File: src/bsme_pkg.sv
// Constants, state type and shared decode helpers for the branch/skip/move executor
//
// How it works
// RULE1 - I/O bit clear: skip next instruction, PC advances 2 or 3, 1/2/3 cycles.
// RULE2 - I/O bit set: skip next instruction, PC advances 2 or 3, 1/2/3 cycles.
// RULE3 - Generic flag-set branch picks flag by index; taken gives PC+k+1, 1/2 cycles.
// RULE4 - Generic flag-clear branch picks flag by index; taken gives PC+k+1, 1/2 cycles.
// RULE5 - Branch equal taken to PC+k+1 exactly when zero flag is one.
// RULE6 - Branch not equal taken to PC+k+1 only when zero flag is zero.
// RULE7 - Carry set and lower branches both taken when carry is one.
// RULE8 - Carry clear and same-or-higher branches both taken when carry is zero.
// RULE9 - Minus branch taken to PC+k+1 when negative flag is one.
// RULE10 - Plus branch taken to PC+k+1 when negative flag is zero.
// RULE11 - Signed greater-or-equal branch taken when negative xor overflow is zero.
// RULE12 - Signed less-than branch taken when negative xor overflow is one.
// RULE13 - Half-carry-set branch taken when half carry is one, 1/2 cycles.
// RULE14 - Half-carry-clear branch taken when half carry is zero, 1/2 cycles.
// RULE15 - Transfer-set branch taken to PC+k+1 when transfer flag is one.
// RULE16 - Transfer-clear branch taken when transfer flag is zero, 1/2 cycles.
// RULE17 - Interrupt-enabled branch taken when global interrupt flag is one, 1/2 cycles.
// RULE18 - Interrupt-disabled branch taken when global interrupt flag is zero, 1/2 cycles.
// RULE19 - Register copy moves source into destination in one cycle, flags untouched.
// RULE20 - Post-increment X load reads byte at X into Rd, X+1, 2 cycles.
// RULE21 - Untaken branch costs 1 cycle, taken 2; offset is signed word displacement.
// RULE22 - Taken skip over one-word instruction costs 2 cycles, two-word costs 3.
// RULE23 - Skips and branches never change any flag_word bit.
package bsme_pkg;

  // APB register byte offsets
  localparam logic [7:0] OFF_CTRL   = 8'h00;
  localparam logic [7:0] OFF_PC     = 8'h04;
  localparam logic [7:0] OFF_FLAGS  = 8'h08;
  localparam logic [7:0] OFF_STATUS = 8'h0C;
  localparam logic [7:0] OFF_GPR    = 8'h80;

  // Field positions
  localparam int CTRL_RUN_BIT  = 0;
  localparam int ST_BUSY_BIT   = 2;
  localparam int ST_BADOP_BIT  = 1;
  localparam int ST_HALT_BIT   = 0;

  // Reset values
  localparam logic [15:0] RST_PC    = 16'h0000;
  localparam logic [7:0]  RST_FLAGS = 8'h00;
  localparam logic        RST_RUN   = 1'b0;

  // Flag positions inside flag_word
  localparam logic [2:0] FLG_C = 3'h0;
  localparam logic [2:0] FLG_Z = 3'h1;
  localparam logic [2:0] FLG_N = 3'h2;
  localparam logic [2:0] FLG_V = 3'h3;
  localparam logic [2:0] FLG_S = 3'h4;

  // Pointer register indices
  localparam logic [4:0] X_LO = 5'h1A;
  localparam logic [4:0] X_HI = 5'h1B;

  // Opcode masks and patterns
  localparam logic [15:0] M_BRANCH  = 16'hF800;
  localparam logic [15:0] P_BRANCH  = 16'hF000;
  localparam int          BR_CLR_BIT = 10;
  localparam logic [15:0] M_SKIPIO  = 16'hFD00;
  localparam logic [15:0] P_SKIPIO  = 16'h9900;
  localparam int          SK_SET_BIT = 9;
  localparam logic [15:0] M_COPY    = 16'hFC00;
  localparam logic [15:0] P_COPY    = 16'h2C00;
  localparam logic [15:0] M_FETCHX  = 16'hFE0F;
  localparam logic [15:0] P_FETCHX  = 16'h900D;
  localparam logic [15:0] M_LONGJC  = 16'hFE0C;
  localparam logic [15:0] P_LONGJC  = 16'h940C;
  localparam logic [15:0] M_LONGLS  = 16'hFC0F;
  localparam logic [15:0] P_LONGLS  = 16'h9000;

  // Executor states, one-hot
  typedef enum logic [5:0] {
    ST_HALT  = 6'h01,
    ST_EXEC  = 6'h02,
    ST_BR2   = 6'h04,
    ST_SKIP  = 6'h08,
    ST_SKIP2 = 6'h10,
    ST_LD2   = 6'h20
  } bsme_state_t;

  // Masked opcode compare
  function automatic logic op_match(input logic [15:0] instr, input logic [15:0] mask,
                                    input logic [15:0] pat);
    op_match = ((instr & mask) == pat);
  endfunction : op_match

  // Instructions that carry a second word
  function automatic logic is_two_word(input logic [15:0] instr);
    is_two_word = op_match(instr, M_LONGJC, P_LONGJC) | op_match(instr, M_LONGLS, P_LONGLS);
  endfunction : is_two_word

endpackage : bsme_pkg

File: src/bsme_cond.sv
// Condition evaluation for flag branches and I/O bit skips
`timescale 1ns/1ps
`default_nettype none
module bsme_cond (
  // Instruction under execution
  input  wire logic [15:0] instr,
  // Flag state and addressed I/O byte
  input  wire logic [7:0]  flag_word,
  input  wire logic [7:0]  io_rdata,
  // Decode results
  output logic             is_branch,
  output logic             branch_take,
  output logic [15:0]      branch_off,
  output logic             is_skip,
  output logic             skip_take
);

  logic [2:0] flag_sel;
  logic       flag_bit;
  logic       io_bit;

  // Flag pick by index; the sign slot is formed from N and V directly
  always_comb begin
    flag_sel = instr[2:0];
    if (flag_sel == bsme_pkg::FLG_S) begin
      flag_bit = flag_word[bsme_pkg::FLG_N] ^ flag_word[bsme_pkg::FLG_V]; // [RULE11] [RULE12]
    end else begin
      flag_bit = flag_word[flag_sel]; // [RULE5] [RULE6] [RULE7] [RULE8] [RULE9] [RULE10]
    end
  end

  // Set form takes on one, clear form on zero
  always_comb begin
    is_branch   = bsme_pkg::op_match(instr, bsme_pkg::M_BRANCH, bsme_pkg::P_BRANCH);
    branch_take = instr[bsme_pkg::BR_CLR_BIT] ? ~flag_bit : flag_bit; // [RULE3] [RULE4]
    branch_off  = {{9{instr[9]}}, instr[9:3]}; // [RULE21]
  end
  // Aliases above cover [RULE13] [RULE14] [RULE15] [RULE16] [RULE17] [RULE18]

  // I/O bit skips
  always_comb begin
    is_skip   = bsme_pkg::op_match(instr, bsme_pkg::M_SKIPIO, bsme_pkg::P_SKIPIO);
    io_bit    = io_rdata[instr[2:0]];
    skip_take = instr[bsme_pkg::SK_SET_BIT] ? io_bit : ~io_bit; // [RULE1] [RULE2]
  end

endmodule : bsme_cond
`default_nettype wire

File: src/bsme_exec.sv
// Executor for skips, flag branches, register copy and X post-increment load
//
// Implementation choices: the register addresses and the APB register port.
`timescale 1ns/1ps
`default_nettype none
module bsme_exec (
  // Clock and reset
  input  wire logic        pclk,
  input  wire logic        presetn,
  // APB slave
  input  wire logic [7:0]  paddr,
  input  wire logic        psel,
  input  wire logic        penable,
  input  wire logic        pwrite,
  input  wire logic [31:0] pwdata,
  output logic [31:0]      prdata,
  output logic             pready,
  output logic             pslverr,
  // Program memory, word addressed, combinational read
  output logic [15:0]      pm_addr,
  input  wire logic [15:0] pm_rdata,
  // I/O space, combinational read
  output logic [4:0]       io_addr,
  input  wire logic [7:0]  io_rdata,
  // Data space, read data valid in the same cycle as dm_re
  output logic [15:0]      dm_addr,
  output logic             dm_re,
  input  wire logic [7:0]  dm_rdata,
  // Instruction completion pulse
  output logic             instr_done
);

  // State
  bsme_pkg::bsme_state_t state_q, state_d;
  logic [15:0] pc_q, pc_d;
  logic        run_q, run_d;
  logic        badop_q, badop_d;
  logic [7:0]  flags_q, flags_d;
  logic [15:0] dm_addr_q, dm_addr_d;
  logic        dm_re_q, dm_re_d;
  logic [4:0]  ld_dst_q, ld_dst_d;
  logic [31:0] prdata_q, prdata_d;
  logic [7:0]  rf_q [32];
  logic [7:0]  rf_d [32];

  // Core strobes
  logic        core_we;
  logic [4:0]  core_wa;
  logic [7:0]  core_wd;
  logic        x_inc;
  logic        badop_set;
  logic        done;
  logic [15:0] x_ptr;

  // Decode
  logic        is_branch;
  logic        branch_take;
  logic [15:0] branch_off;
  logic        is_skip;
  logic        skip_take;
  logic        is_copy;
  logic        is_fetchx;

  // APB qualifiers
  logic        apb_setup;
  logic        apb_wr;
  logic        halted;
  logic        hit_gpr;

  // Address decode for the error response; reads use their own compare chain
  function automatic logic addr_mapped(input logic [7:0] a);
    addr_mapped = (a == bsme_pkg::OFF_CTRL) | (a == bsme_pkg::OFF_PC) |
                  (a == bsme_pkg::OFF_FLAGS) | (a == bsme_pkg::OFF_STATUS) |
                  (a[7] & (a[1:0] == 2'h0));
  endfunction : addr_mapped

  bsme_cond u_cond (
    .instr       (pm_rdata),
    .flag_word   (flags_q),
    .io_rdata    (io_rdata),
    .is_branch   (is_branch),
    .branch_take (branch_take),
    .branch_off  (branch_off),
    .is_skip     (is_skip),
    .skip_take   (skip_take)
  );

  // Remaining decode and pointer view
  always_comb begin
    is_copy   = bsme_pkg::op_match(pm_rdata, bsme_pkg::M_COPY, bsme_pkg::P_COPY);
    is_fetchx = bsme_pkg::op_match(pm_rdata, bsme_pkg::M_FETCHX, bsme_pkg::P_FETCHX);
    x_ptr     = {rf_q[bsme_pkg::X_HI], rf_q[bsme_pkg::X_LO]};
  end

  // APB phase qualifiers; software edits PC, flags and registers only while halted
  always_comb begin
    apb_setup = psel & ~penable;
    apb_wr    = psel & penable & pwrite;
    halted    = (state_q == bsme_pkg::ST_HALT);
    hit_gpr   = paddr[7] & (paddr[1:0] == 2'h0);
  end

  // Executor sequence
  always_comb begin
    state_d   = state_q;
    pc_d      = pc_q;
    dm_addr_d = dm_addr_q;
    dm_re_d   = 1'b0;
    ld_dst_d  = ld_dst_q;
    core_we   = 1'b0;
    core_wa   = 5'h00;
    core_wd   = 8'h00;
    x_inc     = 1'b0;
    badop_set = 1'b0;
    done      = 1'b0;
    case (state_q)
      bsme_pkg::ST_HALT: begin
        if (run_q) begin
          state_d = bsme_pkg::ST_EXEC;
        end
      end
      bsme_pkg::ST_EXEC: begin
        if (!run_q) begin
          state_d = bsme_pkg::ST_HALT;
        end else if (is_branch) begin
          // Flags are only read here, never written [RULE23]
          if (branch_take) begin
            pc_d    = pc_q + branch_off + 16'h0001; // [RULE3] [RULE4] [RULE21]
            state_d = bsme_pkg::ST_BR2;
          end else begin
            pc_d = pc_q + 16'h0001; // [RULE21]
            done = 1'b1;
          end
        end else if (is_skip) begin
          pc_d = pc_q + 16'h0001;
          if (skip_take) begin
            state_d = bsme_pkg::ST_SKIP; // [RULE1] [RULE2]
          end else begin
            done = 1'b1;
          end
        end else if (is_copy) begin
          core_we = 1'b1; // [RULE19]
          core_wa = pm_rdata[8:4];
          core_wd = rf_q[{pm_rdata[9], pm_rdata[3:0]}];
          pc_d    = pc_q + 16'h0001;
          done    = 1'b1;
        end else if (is_fetchx) begin
          dm_addr_d = x_ptr; // [RULE20]
          dm_re_d   = 1'b1;
          ld_dst_d  = pm_rdata[8:4];
          state_d   = bsme_pkg::ST_LD2;
        end else begin
          // Unknown opcode: stop rather than guess, PC left on it
          badop_set = 1'b1;
          state_d   = bsme_pkg::ST_HALT;
        end
      end
      bsme_pkg::ST_BR2: begin
        done    = 1'b1; // [RULE21]
        state_d = bsme_pkg::ST_EXEC;
      end
      bsme_pkg::ST_SKIP: begin
        // PC now names the skipped word; its length sets the cost
        if (bsme_pkg::is_two_word(pm_rdata)) begin
          pc_d    = pc_q + 16'h0002; // [RULE22]
          state_d = bsme_pkg::ST_SKIP2;
        end else begin
          pc_d    = pc_q + 16'h0001; // [RULE22]
          done    = 1'b1;
          state_d = bsme_pkg::ST_EXEC;
        end
      end
      bsme_pkg::ST_SKIP2: begin
        done    = 1'b1; // [RULE22]
        state_d = bsme_pkg::ST_EXEC;
      end
      bsme_pkg::ST_LD2: begin
        core_we = 1'b1; // [RULE20]
        core_wa = ld_dst_q;
        core_wd = dm_rdata;
        x_inc   = 1'b1;
        pc_d    = pc_q + 16'h0001;
        done    = 1'b1;
        state_d = bsme_pkg::ST_EXEC;
      end
      default: begin
        state_d = bsme_pkg::ST_HALT;
      end
    endcase
    // Software may move the PC only while halted
    if (apb_wr && halted && (paddr == bsme_pkg::OFF_PC)) begin
      pc_d = pwdata[15:0];
    end
  end

  // Control, flags and sticky status; hardware set beats software clear
  always_comb begin
    run_d   = run_q;
    flags_d = flags_q;
    if (apb_wr && (paddr == bsme_pkg::OFF_CTRL)) begin
      run_d = pwdata[bsme_pkg::CTRL_RUN_BIT];
    end
    if (badop_set) begin
      run_d = 1'b0;
    end
    // Flags change only by software, so no core path touches them [RULE23]
    if (apb_wr && halted && (paddr == bsme_pkg::OFF_FLAGS)) begin
      flags_d = pwdata[7:0];
    end
    badop_d = badop_q;
    if (apb_wr && (paddr == bsme_pkg::OFF_STATUS) && pwdata[bsme_pkg::ST_BADOP_BIT]) begin
      badop_d = 1'b0;
    end
    if (badop_set) begin
      badop_d = 1'b1;
    end
  end

  // Register file next value; X increment is applied last, so it wins
  always_comb begin
    rf_d = rf_q;
    if (apb_wr && halted && hit_gpr) begin
      rf_d[paddr[6:2]] = pwdata[7:0];
    end
    if (core_we) begin
      rf_d[core_wa] = core_wd;
    end
    if (x_inc) begin
      {rf_d[bsme_pkg::X_HI], rf_d[bsme_pkg::X_LO]} = x_ptr + 16'h0001; // [RULE20]
    end
  end

  // Read data captured in the setup phase so prdata comes from a flop
  always_comb begin
    prdata_d = prdata_q;
    if (apb_setup) begin
      prdata_d = 32'h0000_0000;
      if (paddr == bsme_pkg::OFF_CTRL) begin
        prdata_d[bsme_pkg::CTRL_RUN_BIT] = run_q;
      end else if (paddr == bsme_pkg::OFF_PC) begin
        prdata_d[15:0] = pc_q;
      end else if (paddr == bsme_pkg::OFF_FLAGS) begin
        prdata_d[7:0] = flags_q;
      end else if (paddr == bsme_pkg::OFF_STATUS) begin
        prdata_d[bsme_pkg::ST_HALT_BIT]  = halted;
        prdata_d[bsme_pkg::ST_BUSY_BIT]  = ~halted;
        prdata_d[bsme_pkg::ST_BADOP_BIT] = badop_q;
      end else if (hit_gpr) begin
        prdata_d[7:0] = rf_q[paddr[6:2]];
      end
    end
  end

  // State registers
  always_ff @(posedge pclk or negedge presetn) begin
    if (!presetn) begin
      state_q   <= bsme_pkg::ST_HALT;
      pc_q      <= bsme_pkg::RST_PC;
      run_q     <= bsme_pkg::RST_RUN;
      badop_q   <= 1'b0;
      flags_q   <= bsme_pkg::RST_FLAGS;
      dm_addr_q <= 16'h0000;
      dm_re_q   <= 1'b0;
      ld_dst_q  <= 5'h00;
      prdata_q  <= 32'h0000_0000;
    end else begin
      state_q   <= state_d;
      pc_q      <= pc_d;
      run_q     <= run_d;
      badop_q   <= badop_d;
      flags_q   <= flags_d;
      dm_addr_q <= dm_addr_d;
      dm_re_q   <= dm_re_d;
      ld_dst_q  <= ld_dst_d;
      prdata_q  <= prdata_d;
    end
  end

  // Register file, cleared at reset
  always_ff @(posedge pclk or negedge presetn) begin
    if (!presetn) begin
      for (int i = 0; i < 32; i++) begin
        rf_q[i] <= 8'h00;
      end
    end else begin
      rf_q <= rf_d;
    end
  end

  // Outputs; zero-wait slave, so pready is constant high
  always_comb begin
    prdata     = prdata_q;
    pready     = 1'b1;
    pslverr    = psel & penable & ~addr_mapped(paddr);
    pm_addr    = pc_q;
    io_addr    = pm_rdata[7:3];
    dm_addr    = dm_addr_q;
    dm_re      = dm_re_q;
    instr_done = done;
  end

endmodule : bsme_exec
`default_nettype wire

File: config.mk
export PLATFORM = sky130hd
export DESIGN_NAME = bsme_exec
export DESIGN_NICKNAME = d
export VERILOG_FILES = /design/src/bsme_pkg.sv /design/src/bsme_cond.sv /design/src/bsme_exec.sv
export SDC_FILE = /design/constraint.sdc
export NUM_CORES = 1
export LEC_CHECK = 0
export BUFFER_PORTS_ARGS = -buffer_cell sky130_fd_sc_hd__buf_4
export CAP_MARGIN = 10
export CORE_ASPECT_RATIO = 0.5
export CORE_MARGIN = 1.5
export CORE_UTILIZATION = 63
export DETAILED_ROUTE_END_ITERATION = 7
export PLACE_DENSITY = 0.83
export SYNTH_ARGS = -nofsm -noshare
export SYNTH_HDL_FRONTEND = slang
export SYNTH_HIERARCHICAL = 1
export SYNTH_SLANG_ARGS = --single-unit
File: constraint.sdc
create_clock -name pclk -period 6.85 [get_ports pclk]
set_clock_uncertainty 0.2 [all_clocks]
set_input_delay 0.3425 -clock pclk [delete_from_list [all_inputs] [get_ports pclk]]
set_output_delay 0.3425 -clock pclk [all_outputs]
set_load 0.02 [all_outputs]
# == Word level (Yosys, flattened, before mapping) ==
# Index checks and enable logic that the tools add are counted.
# word_totals
register_bits,326
latchBits,0
ramBits,0
romBits,0
input_bits,77
out_inout_bits,73
word_cells,201
mem_count,0
# classes
n_addsub,5
multipliers,0
div,0
order_cmp,6
n_eq_ne,22
shifts,0
mux,87
n_bitwise,22
reduce_logical,18
# op_table
cell,count
$bwmux W256,2
$mux W256,2
$mux W16,8
$mux W8,14
$bmux W8 S5,2
$demux W8 S5,2
$add A16 B1 Y16 const B,3
$mux W6,8
$pmux W16 S3,1
$mux W1,33
$mux W5,6
$pmux W6 S4,1
$ge A6 B6 Y1 const B,3
$not A5 Y6,3
$add A16 B16 Y16,1
$add A16 B2 Y16 const B,1
$eq A8 B4 Y1 const B,2
$pmux W8 S2,1
$mux W15,1
$ne A5 B5 Y1 const B,3
$eq A6 B4 Y1 const B,2
$lt A6 B1 Y1 const B,2
$eq A11 B11 Y1 const B,1
$eq A10 B10 Y1 const B,1
32 further kinds,57

# == Longest topological paths before layout ==
# logic_depth
ltp_word,14
depth_mapped,11
depth_no_buf,10

# == Modules after synthesis ==
# Netlist, hierarchy kept.
# by_module_without_submodules
module,n_inst,cells_per_inst,area_per_inst_um2,seq_area_each_um2
bsme_exec,1,1909,22188.8,8159.1
bsme_cond,1,35,299.0,0.0

# == Worst setup path before layout ==
# Ideal clock, no wire load.
# synth_timing
path_kind,input to register
startpoint,input pm_rdata[10]
endpoint,register rf_q[32] in the netlist's numbering
setup_time_ps,143
t_arrival_ps,2663
required_ps,6507
path_slack_ps,3844
path_stages,10
n_path_buf,1
cell_sequence,nand3b_1 nor4_1 nor2_1 and3_1 clkbuf_1 a31o_2 a32o_1 a32oi_4 o31a_1 a221oi_1
# synth_lines
item,line,text
"start, declared",bsme_exec.sv:21,"input wire logic [15:0] pm_rdata,"
"end signal, assigned",bsme_exec.sv:286,rf_q <= rf_d;
"end, declared",bsme_exec.sv:43,logic [7:0] rf_q [32];

==> flow_summary.json <==
{
  "outcome": "finished clean",
  "clock_path_buffers": 3,
  "grt_overflow": 0,
  "ys_warn_count": 6,
  "synth-edff-count": 0,
  "drtIter0Drc": 3017,
  "synthTopCellsByCount": "mux2i_1 (462), dfrtp_1 (325), mux4_2 (140), nor2_1 (121)",
  "multi_input_area_um2": 13400,
  "grt_start_max_net_pins": 114,
  "synth_most_common_cell": "mux2i_1",
  "required_ps": 7140,
  "io_buffers": 116,
  "slowest_delay_ps": 990,
  "fillers": 2389,
  "cts_buffers": 30,
  "area_growth_pct": 8.90,
  "cp_max_fo": 11,
  "hold_violations": 0,
  "ys_ff_latch": 326,
  "worstMarginPinSlew_ps": 1340,
  "postCtsSetupBuffers": 0,
  "wl_um": 73500,
  "core_um2": 34800,
  "synthCells": 1944,
  "min_period_ps": 4470,
  "avgSynthCellArea_um2": 11.6,
  "boundaryPins": 150,
  "ir_drop_mv": 0.246,
  "rsz0062_at_grt": "false",
  "dieWidth_um": 270,
  "power.share.combinational": 0.104,
  "cp_top_family": "simple AND/OR/NAND/NOR gates",
  "maxSlewViolCount": 0,
  "fin_tns_setup_ps": 0,
  "dp_hpwl_um": 48300,
  "crit_slowest_cell": "a22oi_1",
  "clock_latency_ps": 590,
  "min_path_cells": 4,
  "grt_usage": 0.399,
  "start_kind": "primary input",
  "fin_ws_ps": 2380,
  "sequentialPowerShare": 0.471,
  "synth_top_area_share": 0.362,
  "path_cells": "dlygate4sd3_1 -> buf_4 -> nand3b_1 -> nor4_1 -> or2_2 -> nor3_2 -> a22oi_1 -> nand2b_1 -> nor3_4 -> mux2i_1",
  "power_leakage_uw": 0.0102,
  "drc_errors": 0,
  "seq_area_frac_synth": 0.363,
  "async_flop_share": 1.00,
  "antenna_found_initial": 4,
  "cap_violations": 0,
  "reg2regPathDepth": 7,
  "p_switching_uw": 1120,
  "slew_headroom": 0.0974,
  "rows": 48,
  "post_drt_wl_per_cell_um": 29.9,
  "path_clk_slew_ps": 70,
  "start_util": 0.646,
  "grt_pass1_vias": 17778,
  "synth_cell_types": 88,
  "final_nets": 2053,
  "dieHeight_um": 137,
  "ys_top_cells_by_area": "dfrtp_1 (36%), mux2i_1 (21%), mux4_2 (14%)",
  "worstPathArrival_ps": 4750,
  "cp-end-kind": "register",
  "rrSetupSlack_ps": 2570,
  "postRouteAntennaNets": 0,
  "drive_gt1_frac": 0.227,
  "grt_pass1_wl_um": 111000,
  "cts.sinks": 326,
  "crit_buf_inv": 2,
  "post-place-ws_ps": 2340,
  "crit_type": "in2reg",
  "cts_tree": "built",
  "ys.flop_type": "dfrtp_1",
  "min_period_over_period": 0.652,
  "powerDensity_nw_per_um2": 173,
  "switching_share": 0.266,
  "netlist_area_um2": 22500,
  "intPower_uw": 3100,
  "finalSetupViolCount": 0,
  "clkPwrFrac": 0.425,
  "ff_latch_area_um2": 8160,
  "htreeDepth": 1,
  "dieArea_um2": 36900,
  "fmax_mhz": 224,
  "vias": 18231,
  "gp_congestion": 1.02,
  "root_buffer": "clkbuf_16",
  "first_pass_iters": 6,
  "vias_per_cell": 7.42,
  "netlist.top_cell.by_area": "dfrtp_1",
  "crit_cells": 10,
  "worstHoldPathType": "in2reg"
}
## path summary, 6_finish.rpt
| check | start | endpoint |
|---|---|---|
| setup / recovery | pm_rdata[8] | rf_q[88] |
| hold reg to reg | prdata[7] | prdata[7] |
| min in group asynchronous | presetn | rf_q[147] |
| hold / removal | pm_rdata[10] | dm_re |
| setup reg to reg | state_q[3] | rf_q[141] |
| max in group asynchronous | presetn | dm_addr[1] |
## worst register-to-register path, stage by stage, from the launching register on
cell and delay, ps:
dfrtp_1 470, nor4_4 450, nand4b_2 250, nor3_2 870, a22oi_1 650, nor3_2 990
a211oi_1 130, a21oi_1 210
## routing by layer
metal  track usage  wire length [µm]  vias to the layer above
li1              -                 -                     7420
met1         0.542             27400                     9109
met2         0.597             32100                     1436
met3         0.130             10600                      262
met4         0.162              3370                        4
met5             0                26                        -
## registers in the layout, summed over array words and instances, names as in the netlist
name      cells
dm_re         1
dm_addr      16
run_q         1
pm_addr      16
ld_dst_q      5
state_q       6
prdata       16
rf_q        256
badop_q       1
flags_q       8
## cells by family after synthesis
logic type / share of synthesized area
DFF: 0.363
xor gates and xnor gates: 0.0129
muxes: 0.372
and+or+nand+nor: 0.100
other: 0.000334
adders and majority gates: 0.0109
AOI/OAI and AO/OA: 0.0938
buffers and inverters: 0.0467
## power by group through the flow
stage,Combinational (µW),Sequential [µW],Clock (µW)
6_report,441,1990,1800
5_1_grt,465,1990,1860
4_1_cts,429,1990,1790
3_5_place_dp,420,2020,0
3_3_place_gp,411,2020,0
2_1_floorplan,275,2010,0
## timing repair
action,4_1_cts,5_1_grt
hold endpoints to repair,126,0
hold buffers,18,0
gates resized for setup,0,0
## cells in the final DEF, fill, tap and decap left out, drive strengths merged, types with 11 or more instances in the layout
cell type    count
mux2i          462
dfrtp          325
buf            145
mux4           142
nor2           129
nand2           79
a21oi           66
nor3            51
mux2            48
o21ai           46
clkbuf          43
a22oi           34
nand3           27
xnor2           21
nand4           21
a211oi          19
ha              18
dlygate4sd3     18
nor2b           17
and3            17
conb            17
o22ai           15
nand2b          14
o211ai          14
inv             13
xor2            12
a22o            11
a32oi           11
## layout make-up
cell class / count / area share
Multi-Input combinational cell: 1423 / 0.546
Sequential cell: 326 / 0.333
Timing Repair Buffer: 163 / 0.0524
Clock buffer: 43 / 0.0368
Tap cell: 475 / 0.0243
Clock inverter: 12 / 0.00490
Inverter: 13 / 0.00199
Antenna cell: 2 / 0.000204
## through the flow
step	total power, µW	utilization	instances	hold WS (ps)	cell area [µm²]
3_5_place_dp	2440	0.668	2381	274	23300
4_1_cts	4210	0.702	2454	15.8	24500
5_1_grt	4320	0.703	2455	52.2	24500
6_report	4230	0.703	2457	25.0	24500
3_3_place_gp	2430	0.668	2381	265	23300
2_1_floorplan	2290	-	1959	-153	22500
Note: power is estimated with default switching activity, not from simulation.
